<file path="src/core/acmp_pkg.sv">
// Constants shared by the comparator control block and its helpers
`default_nettype none
package acmp_pkg;
   // Register bus geometry
   localparam int ADDR_W = 3;
   localparam int DATA_W = 8;
   localparam int CHAN_W = 3;
   localparam int EVT_W  = 2;

   // Register offsets
   localparam logic [2:0] OFS_CMP_CSR  = 3'h0;
   localparam logic [2:0] OFS_CONV_CSB = 3'h1;
   localparam logic [2:0] OFS_IRQ_STAT = 3'h2;
   localparam logic [2:0] OFS_IRQ_CLR  = 3'h3;
   localparam logic [2:0] OFS_IRQ_EN   = 3'h4;

   // Comparator control/status field positions
   localparam int CSR_DISABLE  = 7;
   localparam int CSR_BANDGAP  = 6;
   localparam int CSR_OUTPUT   = 5;
   localparam int CSR_FLAG     = 4;
   localparam int CSR_IRQ_EN   = 3;
   localparam int CSR_CAPTURE  = 2;
   localparam int CSR_EVT_HI   = 1;
   localparam int CSR_EVT_LO   = 0;

   // Converter control/status B field positions
   localparam int CSB_MUX_EN   = 6;
   localparam int CSB_TRIG_HI  = 2;
   localparam int CSB_TRIG_LO  = 0;

   // Interrupt status bit positions
   localparam int IRQ_MATCH    = 0;
   localparam int IRQ_TOGGLE   = 1;
   localparam int IRQ_W        = 2;

   // Reset values
   localparam logic [7:0] RST_CMP_CSR  = 8'h00;
   localparam logic [7:0] RST_CONV_CSB = 8'h00;
   localparam logic [1:0] RST_IRQ      = 2'h0;

   // Event select encodings
   localparam logic [1:0] EVT_TOGGLE   = 2'h0;
   localparam logic [1:0] EVT_RESERVED = 2'h1;
   localparam logic [1:0] EVT_FALL     = 2'h2;
   localparam logic [1:0] EVT_RISE     = 2'h3;

   // Synchroniser depth and post-reset settle count
   localparam int SYNC_STAGES = 2;
   localparam logic [1:0] SETTLE_CYC = 2'h3;
endpackage : acmp_pkg
`default_nettype wire

</file>
<file path="src/core/acmp_sync2.sv">
// Two-stage level synchroniser for the asynchronous comparator result
`default_nettype none
module acmp_sync2
(
   input  wire logic core_clk,
   input  wire logic rst,
   input  wire logic d_async,
   output var  logic q
);
   logic meta_r;

   // First stage is read only by the second stage
   always_ff @(posedge core_clk)
   begin
      if (rst)
      begin
         meta_r <= 1'b0;
         q      <= 1'b0;
      end
      else
      begin
         meta_r <= d_async;
         q      <= meta_r;
      end
   end
endmodule : acmp_sync2
`default_nettype wire

</file>
<file path="src/core/acmp_edge_detect.sv">
// Edge detector and event-mode matcher on the synchronised comparator output
`default_nettype none
module acmp_edge_detect
(
   input  wire logic       core_clk,
   input  wire logic       rst,
   input  wire logic       level,
   input  wire logic [1:0] mode,
   output logic            fire,
   output logic            toggled
);
   logic prev_r;
   logic rise;
   logic fall;

   // Previous sample of the synchronised output
   always_ff @(posedge core_clk)
   begin
      if (rst)
         prev_r <= 1'b0;
      else
         prev_r <= level;
   end

   // One sample pair gives one event, so a level change fires once
   assign rise    = level & ~prev_r;
   assign fall    = ~level & prev_r;
   assign toggled = rise | fall;

   // Mode match; the reserved code never fires
   assign fire = ((mode == acmp_pkg::EVT_TOGGLE) & toggled)
               | ((mode == acmp_pkg::EVT_FALL) & fall)
               | ((mode == acmp_pkg::EVT_RISE) & rise);
endmodule : acmp_edge_detect
`default_nettype wire

</file>
<file path="src/core/analog_comparator_control.sv">
// Digital control, status and interrupt logic around the analog comparator
`default_nettype none
module analog_comparator_control
(
   input  wire logic       core_clk,
   input  wire logic       rst,
   // Register port
   input  wire logic [2:0] reg_addr,
   input  wire logic [7:0] reg_wdata,
   input  wire logic       reg_wr,
   input  wire logic       reg_rd,
   output var  logic [7:0] reg_rdata,
   // Analog comparator macro
   input  wire logic       cmp_raw_async,
   output var  logic       cmp_power_down,
   output var  logic       cmp_pos_bandgap,
   output var  logic       cmp_neg_from_mux,
   output var  logic [2:0] cmp_neg_channel,
   // Converter state and CPU interrupt side
   input  wire logic       conv_enable,
   input  wire logic [2:0] conv_channel_field,
   input  wire logic       global_irq_enable,
   input  wire logic       cmp_irq_ack,
   output var  logic       cmp_irq_req,
   output var  logic       irq,
   // Timer capture front end, converter trigger select and comparator output status
   output var  logic       capture_input,
   output var  logic [2:0] conv_trigger_sel,
   output var  logic       cmp_output_status
);
   logic [7:0] csr_r;
   logic [7:0] csr_nxt;
   logic       mux_en_r;
   logic [2:0] trig_r;
   logic [1:0] stat_r;
   logic [1:0] stat_nxt;
   logic [1:0] en_r;
   logic       flag_nxt;
   logic       cmp_sync;
   logic       fire;
   logic       toggled;
   logic       flag_clr;
   logic [1:0] events;
   logic [7:0] rd_mux;
   logic [1:0] settle_r;

   // Address decode
   wire sel_csr  = (reg_addr == acmp_pkg::OFS_CMP_CSR);
   wire sel_csb  = (reg_addr == acmp_pkg::OFS_CONV_CSB);
   wire sel_stat = (reg_addr == acmp_pkg::OFS_IRQ_STAT);
   wire sel_clr  = (reg_addr == acmp_pkg::OFS_IRQ_CLR);
   wire sel_en   = (reg_addr == acmp_pkg::OFS_IRQ_EN);
   wire wr_csr   = reg_wr & sel_csr;
   wire wr_csb   = reg_wr & sel_csb;
   wire wr_clr   = reg_wr & sel_clr;
   wire wr_en    = reg_wr & sel_en;

   // Field views of the control register
   wire flag      = csr_r[acmp_pkg::CSR_FLAG];
   wire irq_en    = csr_r[acmp_pkg::CSR_IRQ_EN];
   wire [1:0] evt = csr_r[acmp_pkg::CSR_EVT_HI:acmp_pkg::CSR_EVT_LO];

   // Raw result is asynchronous to core_clk; synchronise first
   acmp_sync2 u_sync
   (
      .core_clk (core_clk),
      .rst      (rst),
      .d_async  (cmp_raw_async),
      .q        (cmp_sync)
   );

   // Event matching on synchronised samples
   acmp_edge_detect u_edge
   (
      .core_clk (core_clk),
      .rst      (rst),
      .level    (cmp_sync),
      .mode     (evt),
      .fire     (fire),
      .toggled  (toggled)
   );

   // Status output follows the synchronised comparator result
   assign cmp_output_status = cmp_sync;

   // Flag: hardware set wins over vector or write-one clear
   assign flag_clr = cmp_irq_ack | (wr_csr & reg_wdata[acmp_pkg::CSR_FLAG]);
   assign flag_nxt = fire | (flag & ~flag_clr);

   // Control register next value; output bit is never stored
   assign csr_nxt = wr_csr
                  ? {reg_wdata[7:6], 1'b0, flag_nxt, reg_wdata[3:0]}
                  : {csr_r[7:6], 1'b0, flag_nxt, csr_r[3:0]};

   // Sticky system interrupt status, set wins over clear
   assign events   = {toggled, fire};
   assign stat_nxt = events | (stat_r & ~(wr_clr ? reg_wdata[1:0] : 2'h0));

   // Read multiplexer; unmapped offsets and the clear register read zero
   assign rd_mux = sel_csr  ? {csr_r[7:6], cmp_sync, csr_r[4:0]} :
                   sel_csb  ? {1'b0, mux_en_r, 3'h0, trig_r} :
                   sel_stat ? {6'h00, stat_r} :
                   sel_en   ? {6'h00, en_r} :
                   8'h00;

   // Comparator control register
   always_ff @(posedge core_clk)
   begin
      if (rst)
         csr_r <= acmp_pkg::RST_CMP_CSR;
      else
         csr_r <= csr_nxt;
   end

   // Converter register B: mux enable resets to zero
   always_ff @(posedge core_clk)
   begin
      if (rst)
      begin
         mux_en_r <= acmp_pkg::RST_CONV_CSB[acmp_pkg::CSB_MUX_EN];
         trig_r   <= acmp_pkg::RST_CONV_CSB[2:0];
      end
      else if (wr_csb)
      begin
         mux_en_r <= reg_wdata[acmp_pkg::CSB_MUX_EN];
         trig_r   <= reg_wdata[acmp_pkg::CSB_TRIG_HI:acmp_pkg::CSB_TRIG_LO];
      end
   end

   // Interrupt status and enable registers
   always_ff @(posedge core_clk)
   begin
      if (rst)
      begin
         stat_r <= acmp_pkg::RST_IRQ;
         en_r   <= acmp_pkg::RST_IRQ;
      end
      else
      begin
         stat_r <= stat_nxt;
         if (wr_en)
            en_r <= reg_wdata[1:0];
      end
   end

   // Read data valid only in the cycle after the strobe
   always_ff @(posedge core_clk)
   begin
      if (rst)
         reg_rdata <= 8'h00;
      else if (reg_rd)
         reg_rdata <= rd_mux;
      else
         reg_rdata <= 8'h00;
   end

   // Registered drives to the analog macro, timer and converter
   // Input selection changes are not glitch-free for the comparator;
   // software masks the interrupt around them
   always_ff @(posedge core_clk)
   begin
      if (rst)
      begin
         cmp_power_down   <= 1'b0;
         cmp_pos_bandgap  <= 1'b0;
         cmp_neg_from_mux <= 1'b0;
         cmp_neg_channel  <= 3'h0;
         capture_input    <= 1'b0;
         conv_trigger_sel <= 3'h0;
      end
      else
      begin
         cmp_power_down   <= csr_r[acmp_pkg::CSR_DISABLE];
         cmp_pos_bandgap  <= csr_r[acmp_pkg::CSR_BANDGAP];
         cmp_neg_from_mux <= mux_en_r & ~conv_enable;
         cmp_neg_channel  <= conv_channel_field;
         capture_input    <= csr_r[acmp_pkg::CSR_CAPTURE] & cmp_sync;
         conv_trigger_sel <= trig_r;
      end
   end

   // Interrupt outputs; the timer side gates capture interrupts itself
   always_ff @(posedge core_clk)
   begin
      if (rst)
      begin
         cmp_irq_req <= 1'b0;
         irq         <= 1'b0;
      end
      else
      begin
         cmp_irq_req <= flag & irq_en & global_irq_enable;
         irq         <= |(stat_r & en_r);
      end
   end

   // Cycles since reset, for checks that look back past the synchroniser
   always_ff @(posedge core_clk)
   begin
      if (rst)
         settle_r <= 2'h0;
      else if (settle_r != acmp_pkg::SETTLE_CYC)
         settle_r <= settle_r + 2'h1;
   end
endmodule : analog_comparator_control
`default_nettype wire

</file>
<file path="config.mk">
export PLATFORM = sky130hd
export DESIGN_NAME = analog_comparator_control
export DESIGN_NICKNAME = d
export VERILOG_FILES = /design/src/core/acmp_pkg.sv /design/src/core/acmp_sync2.sv /design/src/core/acmp_edge_detect.sv /design/src/core/analog_comparator_control.sv
export SDC_FILE = /design/constraint.sdc
export NUM_CORES = 1
export LEC_CHECK = 0
export ABC_AREA = 1
export BUFFER_PORTS_ARGS = -buffer_cell sky130_fd_sc_hd__buf_2
export CORE_MARGIN = 1.5
export CORE_UTILIZATION = 54
export CTS_BUF_LIST = sky130_fd_sc_hd__clkbuf_16
export CTS_CLUSTER_SIZE = 16
export DETAILED_ROUTE_END_ITERATION = 8
export PLACE_DENSITY_LB_ADDON = 0.15
export SLEW_MARGIN = 20
export SYNTH_ARGS = -nofsm -noshare
export SYNTH_HDL_FRONTEND = slang
export SYNTH_SLANG_ARGS = --single-unit
</file>
<file path="constraint.sdc">
create_clock -name core_clk -period 1.5 [get_ports core_clk]
set_input_delay 0.3 -clock core_clk [delete_from_list [all_inputs] [get_ports core_clk]]
set_output_delay 0.3 -clock core_clk [all_outputs]
set_load 0.05 [all_outputs]
</file>
==> results of run 1 <==
[worst register-to-register path, cell delays in order (launching register included)]
cell	delay (ns)
sky130_fd_sc_hd__dfxtp_1	0.35
sky130_fd_sc_hd__inv_1	0.10
sky130_fd_sc_hd__ha_1	0.31
sky130_fd_sc_hd__nand2_1	0.07
sky130_fd_sc_hd__nand3_1	0.10
sky130_fd_sc_hd__a21oi_1	0.15
[final timing paths]
kind	slack (ns)	cells past startpoint	to
hold reg to reg	0.43	2	u_sync.q
setup / recovery	0.30	1	cmp_output_status
setup reg to reg	0.33	5	csr_r[4]
hold / removal	0.18	2	cmp_neg_from_mux
[cell usage in the layout (no fill, tap or decap), types with 2 or more instances in the layout]
cell type / Yosys / final
sky130_fd_sc_hd__nor2_2: 6 / 6
sky130_fd_sc_hd__dfxtp_1: 38 / 38
sky130_fd_sc_hd__buf_2: 1 / 41
sky130_fd_sc_hd__nand2_1: 44 / 44
sky130_fd_sc_hd__nor3_1: 2 / 2
sky130_fd_sc_hd__nor2_4: 2 / 2
sky130_fd_sc_hd__a21oi_1: 6 / 6
sky130_fd_sc_hd__clkbuf_16: 0 / 5
sky130_fd_sc_hd__nand3_1: 14 / 14
sky130_fd_sc_hd__o21ai_0: 2 / 2
sky130_fd_sc_hd__ha_1: 2 / 2
sky130_fd_sc_hd__nor2_1: 32 / 32
sky130_fd_sc_hd__nand4_1: 4 / 4
sky130_fd_sc_hd__inv_1: 36 / 36
sky130_fd_sc_hd__buf_4: 1 / 2
[flip-flops by register name, summed over array words and instances, names as in the netlist, 2 cells and up]
register	flops
stat_r	2
en_r	2
csr_r	7
reg_rdata	8
trig_r	3
cmp_neg_channel	3
conv_trigger_sel	3
[layer usage]
metal	track usage [%]	routed length (um)	vias up
met5	0	0	-
met4	6.97	28	0
met3	5.12	177	5
met2	29.1	1230	37
met1	24.6	1310	551
li1	-	-	681
[where the power goes]
part	total, mW	switching (mW)	leakage (nW)	internal, mW
clock network	0.926	0.337	0.0632	0.589
registers	1.06	0.0154	0.309	1.04
logic	0.200	0.136	0.580	0.0638
[logic make-up (layout without fill, tap and decap cells)]
logic type / count (synthesis) / in the layout / synth area share [%]
AO/OA/AOI/OAI: 8 / 8 / 2.66
adder cells (fa/ha/maj): 2 / 2 / 1.66
buffers and inverters: 42 / 86 / 11.5
flip-flops: 38 / 38 / 50.6
AND/OR/NAND/NOR: 108 / 108 / 33.6
[area by class of cell]
type                       count  area, um^2
multi-input combinational    118         571
tap                           30        37.5
timing repair buffer          43         220
inverter                      37         141
clock inverter                 1        3.75
sequential                    38         761
clock buffer                   5         125
fill                         214         686
[metrics by stage]
stage          worst slack, ns  total power, mW  instance area, um^2  utilization [%]  hold WS, ns
2_1_floorplan           0.0439             1.21                 1500                -        0.372
3_3_place_gp             0.212             1.27                 1730             68.0        0.395
3_5_place_dp             0.160             1.28                 1730             68.0        0.414
4_1_cts                  0.299             2.19                 1860             73.1        0.180
5_1_grt                  0.265             2.26                 1860             73.1        0.191
6_report                 0.302             2.18                 1860             73.1        0.180
==> results.md, run 1 <==
- Run status: completed
- Maximum clock skew at final layout: 0.00294 ns
- Slew @ Worst Pin: 0.390 ns
- Initial antenna violation count: 0
- Reg2reg start: u_sync.q
- Area share of the largest cell type after synthesis: 50.6%
- Crit path cell chain: buf_2
- Area of the die: 0.00311 mm^2
- Wire length of the first global-routing pass: 4490 um
- Endpoint arrival time on the critical path: 0.90 ns
- Sum Neg Setup Slack: 0 ns
- Clock root buffer master: sky130_fd_sc_hd__clkbuf_16
- 1st-iter DRT viols: 26
- Antenna Diode Count: 0
- Critical path peak fanout: 3
- Mapped Cells: 198
- Most common cell in the netlist: sky130_fd_sc_hd__nand2_1
- Sequential element share of the synthesized area: 50.6%
- Chip Width: 55.8 um
- Clock Tree Buf Depth: 2
- Total grt overflow: 0
- Warning count from the yosys run: 0
- Clock Latency Late Sink: 0.27 ns
- Detailed-router iteration count before antenna repair: 4
- Type of the most critical hold path: in2reg
- Clock tree from TritonCTS: yes
- Synth area leaders: sky130_fd_sc_hd__dfxtp_1 (51%), sky130_fd_sc_hd__nand2_1 (11%), sky130_fd_sc_hd__inv_1 (9.0%), sky130_fd_sc_hd__nor2_1 (8.0%), sky130_fd_sc_hd__nand3_1 (4.7%)
- Routed Antenna Nets: 0
- Cell count after placement: 266
- Final critical delay including setup and external delays: 1.20 ns
- Number of nets in the layout: 267
- Unrepaired setup endpoints after global routing: false
- Overall global routing resource usage: 18.6%
- Number of setup buffers added after CTS: 0
- Final number of setup-violating endpoints: 0
- Final Instance Count excl. Fillers: 272
- Sinks on Clock Net: 38
- Cell row count: 18
- Die boundary height: 55.8 um
- Share of layout cells above drive strength 1: 24.8%
- Required @ worst endpoint: 1.20 ns
- Relative slew slack: 74.0%
- CTS clk-pin slew, worst paths: 0.05 ns
- VDD IR-drop max: 1320 uV
- Startpoint kind of the worst setup timing path: flop
- Number of clock buffers inserted by TritonCTS: 5
- Beginning of the worst hold path: conv_enable
- Post-route clock period utilization: 79.9%
- Number of I/O pins: 43
- Number of remaining DRC errors: 0
- Leading register cell type out of synthesis: sky130_fd_sc_hd__dfxtp_1
- Post-synth design cell area: 0.00150 mm^2
- Leakage power: 0.953 nW
- Area of the core: 0.00254 mm^2
- Master of the slowest instance on the critical path: sky130_fd_sc_hd__dfxtp_1
- Flops & latches, synth: 38
- Timing-limited maximum frequency: 835 MHz
- Count of unique library cells instantiated by Yosys: 22
- Pwr dens: 1170 mW/mm^2
- Top cell types by occurrence after synthesis: sky130_fd_sc_hd__nand2_1 (44), sky130_fd_sc_hd__dfxtp_1 (38), sky130_fd_sc_hd__inv_1 (36)
- Average size of a mapped cell: 7.60 um^2
- Max-slew violation count: 0
- Number of buffers inserted by hold repair at cts: 0
- Number of vias per cell: 4.68
- Average detailed-routed wire length per instance: 10.1 um
- Number of enable flip-flop cells after synthesis: 0
- Leading area contributor after synthesis: sky130_fd_sc_hd__dfxtp_1
- Layout overhead on the synthesized area: 23.6%
- WL final: 2740 um
- Final HPWL from detailed placement: 2010 um
- Max cap viols: 0
- Count of final hold-check violations: 0
- Asr flop ratio synth: 0%
- Crit path capture type: primary output
- Source of the critical timing path: u_sync.q
- Cell type group with the largest total delay on the critical path: flip-flops
- Delay of the slowest critical-path stage: 0.35 ns
- Final Wtd Congestion: 0.806
- Input/output buffers: 41
- Initial standard-cell utilization of the core: 59.1%
- Post-cts sizing count: 0
- Syn_nets: 222
- Vias in the first global route: 1059
- Via total after detailed routing: 1274
- Critical path start-end classification: reg2out
- Pin count of the biggest net entering global routing: 21
- Bufs and invs on worst path: 1
- Number of H-tree levels: 2
No activity file was read; power rests on OpenSTA's default activity.
==> run 2, diff against run 1 <==
--- a/config.mk
+++ b/config.mk
@@ -8,7 +8,7 @@
 export ABC_AREA = 1
 export BUFFER_PORTS_ARGS = -buffer_cell sky130_fd_sc_hd__buf_2
 export CORE_MARGIN = 1.5
-export CORE_UTILIZATION = 54
+export CORE_UTILIZATION = 50
 export CTS_BUF_LIST = sky130_fd_sc_hd__clkbuf_16
 export CTS_CLUSTER_SIZE = 16
 export DETAILED_ROUTE_END_ITERATION = 8
==> constraint.sdc (replaced) <==
create_clock -name core_clk -period 1.2 [get_ports core_clk]
set_input_delay 0.24 -clock core_clk [delete_from_list [all_inputs] [get_ports core_clk]]
set_output_delay 0.24 -clock core_clk [all_outputs]
set_load 0.05 [all_outputs]
==> run 2 against run 1 <==
The run now ends with DRC left. Setup slack lost 0.22 ns. Critical path depth grew 4. Wire length grew 6.0%. Global-route usage grew 0.73 points. Flip-flop and latch count is the same. Via count grew 1.2%. Combinational power grew 32%. Critical path type is now reg2reg. Highest routed layer unchanged.
==> results.md, run 2 (synthesis gave the netlist of run 1 again) <==
- Placement-stage cell area: 0.00178 mm^2
- Uppermost routed layer: met4
- Antenna Diode Count: 0
- Worst reg2reg path endpoint: stat_r[0]
- Number of cells traversed by the worst hold path: 2
- Violated checks: DRC
- Number of clock buffers inserted by TritonCTS: 5
- Clock root buffer master: sky130_fd_sc_hd__clkbuf_16
- Critical path peak fanout: 4
- Worst reg2reg path depth: 5
- Area of the core: 0.00281 mm^2
- Sum Neg Setup Slack: 0 ns
- Worst slack at placement: 0.0733 ns
- Timing-limited maximum frequency: 895 MHz
- Number of I/O pins: 43
- Die boundary height: 57.8 um
- Wire length of the first global-routing pass: 4910 um
- Switching component of the power: 0.641 mW
- Crit path capture type: flop
- Number of vias per cell: 4.60
- Maximum clock skew at final layout: 0.00428 ns
- Max cap viols: 0
- Critical path start-end classification: reg2reg
- Routed length on met3: 165 um
- Clock power share: 47.1%
- Clock tree from TritonCTS: yes
- CTS clk-pin slew, worst paths: 0.05 ns
- Most common cell after layout, fill and taps aside: sky130_fd_sc_hd__nand2_1
- Pwr dens: 1540 mW/mm^2
- Detailed-router iteration count before antenna repair: 6
- Final Instance Count excl. Fillers: 280
- 1st-iter DRT viols: 31
- Post-cts sizing count: 0
- Final core utilization: 69.1%
- Initial antenna violation count: 0
- Worst hold endpoint: cmp_neg_from_mux
- Area taken by multi-input logic gates: 571 um^2
- Endpoint arrival time on the critical path: 1.32 ns
- Type of the most critical hold path: in2reg
- Final HPWL from detailed placement: 2070 um
- Run status: finished, violations left
- Count of final hold-check violations: 0
- Final Hold Slack: 0.120 ns
- Routed Antenna Nets: 0
- Chip Width: 57.8 um
- Slew @ Worst Pin: 0.305 ns
- Source of the critical timing path: u_sync.q
- Post-route worst setup slack: 0.0829 ns
- Total grt overflow: 0
- Post-route clock period utilization: 93.1%
- Unrepaired setup endpoints after global routing: false
- Average detailed-routed wire length per instance: 10.4 um
- Number of buffers inserted by hold repair at cts: 0
- Final critical delay including setup and external delays: 1.12 ns
- Pin count of the biggest net entering global routing: 16
- Required @ worst endpoint: 1.40 ns
- Number of remaining DRC errors: 8
- Cell row count: 19
- Cell count after placement: 273
- Final Wtd Congestion: 0.844
- Clock Tree Buf Depth: 2
- Share of layout cells above drive strength 1: 27.3%
- Final std cell area, no fill: 0.00194 mm^2
- Startpoint kind of the worst setup timing path: flop
- Number of H-tree levels: 2
- Leakage power: 0.996 nW
- Net switching share of the total power: 21.4%
- Final number of setup-violating endpoints: 0
- Filler cells: 246
- Reg2reg start: u_sync.q
- Proportion of power drawn by combinational gates: 8.9%
- Max-slew violation count: 0
- Overall global routing resource usage: 19.3%
- WL final: 2910 um
- Sequential standard cell area: 764 um^2
- Top flop regs: reg_rdata x8, csr_r x7
- Vias in the first global route: 1160
- Most flop-heavy register: reg_rdata
- Initial standard-cell utilization of the core: 53.6%
- Cell internal pwr: 2.35 mW
- Commonest cells after routing, fill and taps aside: sky130_fd_sc_hd__nand2_1 (44), sky130_fd_sc_hd__buf_2 (41), sky130_fd_sc_hd__dfxtp_1 (37), sky130_fd_sc_hd__inv_1 (36), sky130_fd_sc_hd__nor2_1 (32)
- Beginning of the worst hold path: conv_enable
- Clock Latency Late Sink: 0.27 ns
- Max FFs per register: 8
- Total power consumption of the routed design: 2.99 mW
- Met2 WL: 1270 um
- M1 WL: 1420 um
- Number of nets in the layout: 273
- Layout overhead on the synthesized area: 29.0%
- Area of the die: 0.00335 mm^2
- Input/output buffers: 41
- VDD IR-drop max: 1040 uV
- Sequential share of power: 44.0%
- Relative slew slack: 79.5%
- Via total after detailed routing: 1289
- Number of setup buffers added after CTS: 0
- Worst-case register-to-register setup slack: 0.08 ns
- Sinks on Clock Net: 38
## run 2: cell type report
| type | count | area share, % |
|---|---|---|
| clock buffer | 5 | 6.45 |
| clock inverter | 2 | 1.74 |
| inverter | 37 | 7.29 |
| multi-input combinational | 118 | 29.4 |
| sequential | 38 | 39.4 |
| tap | 31 | 2.00 |
| timing repair buffer | 49 | 13.7 |
## run 2: worst max-delay path by stage
stage | to | slack [ns] | cells past startpoint
floorplan | csr_r[4] | 0.03 | 5
global placement | csr_r[4] | 0.08 | 6
detailed placement | csr_r[4] | 0.07 | 6
CTS | stat_r[0] | 0.08 | 5
global route | stat_r[0] | 0.0007 | 5
finish | stat_r[0] | 0.08 | 5
## run 2: critical path, cell delays in order (launching register included)
cell and delay (ns):
sky130_fd_sc_hd__dfxtp_4 0.34, sky130_fd_sc_hd__inv_1 0.07, sky130_fd_sc_hd__ha_1 0.31, sky130_fd_sc_hd__nand2_1 0.07, sky130_fd_sc_hd__nand3_1 0.10, sky130_fd_sc_hd__a21oi_1 0.15
## run 2: layer usage
layer	GRT usage (%)	up-vias
met4	8.97	0
met5	0	-
li1	-	696
met2	30.4	34
met1	24.0	553
met3	6.47	6
## run 2: power groups by stage
stage / Combinational (mW) / Sequential (mW) / Clock [mW]
floorplan: 0.134 / 1.38 / 0
global placement: 0.260 / 1.34 / 0
detailed placement: 0.263 / 1.34 / 0
CTS: 0.266 / 1.32 / 1.44
global route: 0.294 / 1.32 / 1.50
finish: 0.265 / 1.32 / 1.41
==> run 3, diff against run 2 <==
--- a/config.mk
+++ b/config.mk
@@ -7,6 +7,7 @@
 export LEC_CHECK = 0
 export ABC_AREA = 1
 export BUFFER_PORTS_ARGS = -buffer_cell sky130_fd_sc_hd__buf_2
+export CORE_ASPECT_RATIO = 0.5
 export CORE_MARGIN = 1.5
 export CORE_UTILIZATION = 50
 export CTS_BUF_LIST = sky130_fd_sc_hd__clkbuf_16
==> constraint.sdc (replaced) <==
create_clock -name core_clk -period 1.1 [get_ports core_clk]
set_input_delay 0.22 -clock core_clk [delete_from_list [all_inputs] [get_ports core_clk]]
set_output_delay 0.22 -clock core_clk [all_outputs]
set_load 0.05 [all_outputs]
==> run 3 against run 2 <==
Largest cell class unchanged. Cell count increased by 3.2%. Critical path type is now reg2out. Clock skew barely moved. Core utilization increased by 4.6 points. Flip-flop and latch count is the same. Critical path depth is 4 lower. Via count up 4.2%. The flow now finishes without violations. Non-clock buffer count increased by 3.
==> results.md, run 3 (synthesis gave the netlist of run 1 again) <==
- Run status: completed
- Maximum clock skew at final layout: 0.00382 ns
- Share of layout cells above drive strength 1: 30.6%
- Worst slack at placement: -0.0430 ns
- Number of buffers inserted by hold repair at cts: 0
- Cell count after placement: 282
- Max-slew violation count: 0
- Routed Antenna Nets: 0
- Number of remaining DRC errors: 0
- Most flop-heavy register: reg_rdata
- Final critical delay including setup and external delays: 1.08 ns
- Cell internal pwr: 2.35 mW
- Clock Latency Late Sink: 0.28 ns
- CTS clk-pin slew, worst paths: 0.05 ns
- Average detailed-routed wire length per instance: 11.1 um
- Sinks on Clock Net: 38
- Area taken by multi-input logic gates: 596 um^2
- Critical path start-end classification: reg2out
- Number of setup buffers added after CTS: 0
- Final Instance Count excl. Fillers: 289
- Total grt overflow: 0
- Max FFs per register: 8
- Reg2reg start: u_sync.q
- Startpoint kind of the worst setup timing path: flop
- Net switching share of the total power: 23.8%
- Detailed-router iteration count before antenna repair: 4
- Slew @ Worst Pin: 0.355 ns
- Initial standard-cell utilization of the core: 55.4%
- Number of H-tree levels: 2
- Final core utilization: 73.7%
- Post-route clock period utilization: 98.2%
- Post-route worst setup slack: 0.0197 ns
- 1st-iter DRT viols: 56
- Beginning of the worst hold path: conv_enable
- Relative slew slack: 76.3%
- Clock tree from TritonCTS: yes
- Final number of setup-violating endpoints: 0
- Most common cell after layout, fill and taps aside: sky130_fd_sc_hd__nand2_1
- Switching component of the power: 0.735 mW
- Sequential standard cell area: 764 um^2
- Wire length of the first global-routing pass: 5080 um
- Endpoint arrival time on the critical path: 0.86 ns
- Chip Width: 80.6 um
- Input/output buffers: 41
- Area of the core: 0.00272 mm^2
- Crit path capture type: primary output
- Worst reg2reg path endpoint: stat_r[0]
- Required @ worst endpoint: 0.88 ns
- Type of the most critical hold path: in2reg
- Crit path cell chain: buf_2
- Layout overhead on the synthesized area: 33.2%
- Die boundary height: 41.8 um
- Pwr dens: 1540 mW/mm^2
- Total power consumption of the routed design: 3.09 mW
- Final HPWL from detailed placement: 2270 um
- WL final: 3200 um
- Clock power share: 43.0%
- Top flop regs: reg_rdata x8, csr_r x7
- Area of the die: 0.00337 mm^2
- Worst reg2reg path depth: 5
- Antenna Diode Count: 0
- Number of cells traversed by the worst hold path: 2
- Worst hold endpoint: cmp_neg_from_mux
- Number of I/O pins: 43
- VDD IR-drop max: 1200 uV
- Commonest cells after routing, fill and taps aside: sky130_fd_sc_hd__nand2_1 (44), sky130_fd_sc_hd__buf_2 (39), sky130_fd_sc_hd__dfxtp_1 (37), sky130_fd_sc_hd__inv_1 (35), sky130_fd_sc_hd__nor2_1 (32)
- Final Wtd Congestion: 0.815
- Number of clock buffers inserted by TritonCTS: 5
- Final Hold Slack: 0.0932 ns
- Number of nets in the layout: 276
- Master of the slowest instance on the critical path: sky130_fd_sc_hd__dfxtp_1
- Clock root buffer master: sky130_fd_sc_hd__clkbuf_16
- Initial antenna violation count: 0
- Sequential share of power: 46.6%
- Overall global routing resource usage: 21.4%
- Cell type group with the largest total delay on the critical path: flip-flops
- Clock Tree Buf Depth: 2
- Vias in the first global route: 1125
- Timing-limited maximum frequency: 926 MHz
- Critical path peak fanout: 1
- Proportion of power drawn by combinational gates: 10.4%
- Number of vias per cell: 4.65
- Pin count of the biggest net entering global routing: 20
- Via total after detailed routing: 1343
- Delay of the slowest critical-path stage: 0.32 ns
- Cell row count: 13
- Max cap viols: 0
- Leakage power: 1.01 nW
- Bufs and invs on worst path: 1
- Worst-case register-to-register setup slack: 0.06 ns
- Filler cells: 220
- Count of final hold-check violations: 0
[run 3: cell count changes in the layout (fill, tap and decap cells not counted), sizes merged]
cell	change
buf	+2
bufinv	-1
clkbuf	+1
clkinv	+1
[run 3: layout make-up]
class,count,share of cell area [%]
repair buffers,52,15.9
flip-flops and latches,38,38.2
multi-input cells,118,29.7
inverters,37,7.18
well taps,37,2.31
clock inverters,2,0.500
clock buffers,5,6.25
[run 3: timing repair]
action | 4_1_cts | 5_1_grt
pin swaps | 0 | 3
endpoints found under the setup margin | 1 | 3
resized for setup | 1 | 5
gates cloned | 0 | 0
[run 3: metrics by stage]
step | setup TNS, ns | cell area, um^2
final | 0 | 2000
after global routing | -0.0212 | 2000
after CTS | 0 | 1990
after detailed placement | -0.346 | 1850
after global placement | -0.0455 | 1850
after floorplan | 0 | 1520
[run 3: worst max-delay path by stage]
stage                 startpoint            to  slack, ns  depth (start not counted)
floorplan               u_sync.q      csr_r[4]       0.02                          5
detailed placement   reg_addr[2]      csr_r[2]      -0.04                          7
finish              reg_rdata[0]  reg_rdata[0]       0.02                          1
global placement     reg_addr[2]  reg_rdata[4]      -0.01                          5
global route            u_sync.q     stat_r[0]      -0.02                          5
CTS                          irq           irq       0.01                          1
[run 3: power by group through the flow]
stage	registers [mW]	clock network, mW	logic [mW]
final	1.44	1.33	0.321
after global routing	1.44	1.41	0.354
after CTS	1.44	1.35	0.313
after detailed placement	1.47	0	0.310
after global placement	1.46	0	0.303
after floorplan	1.51	0	0.148
[run 3: metal layers]
layer	vias up	part of all wire [%]	wire, um	track usage, %
met5	-	0	0	0
met2	37	44	1390	31.6
li1	700	-	-	-
met1	600	47	1520	27.0
met4	0	2.3	75	10.3
met3	6	6.6	211	8.79
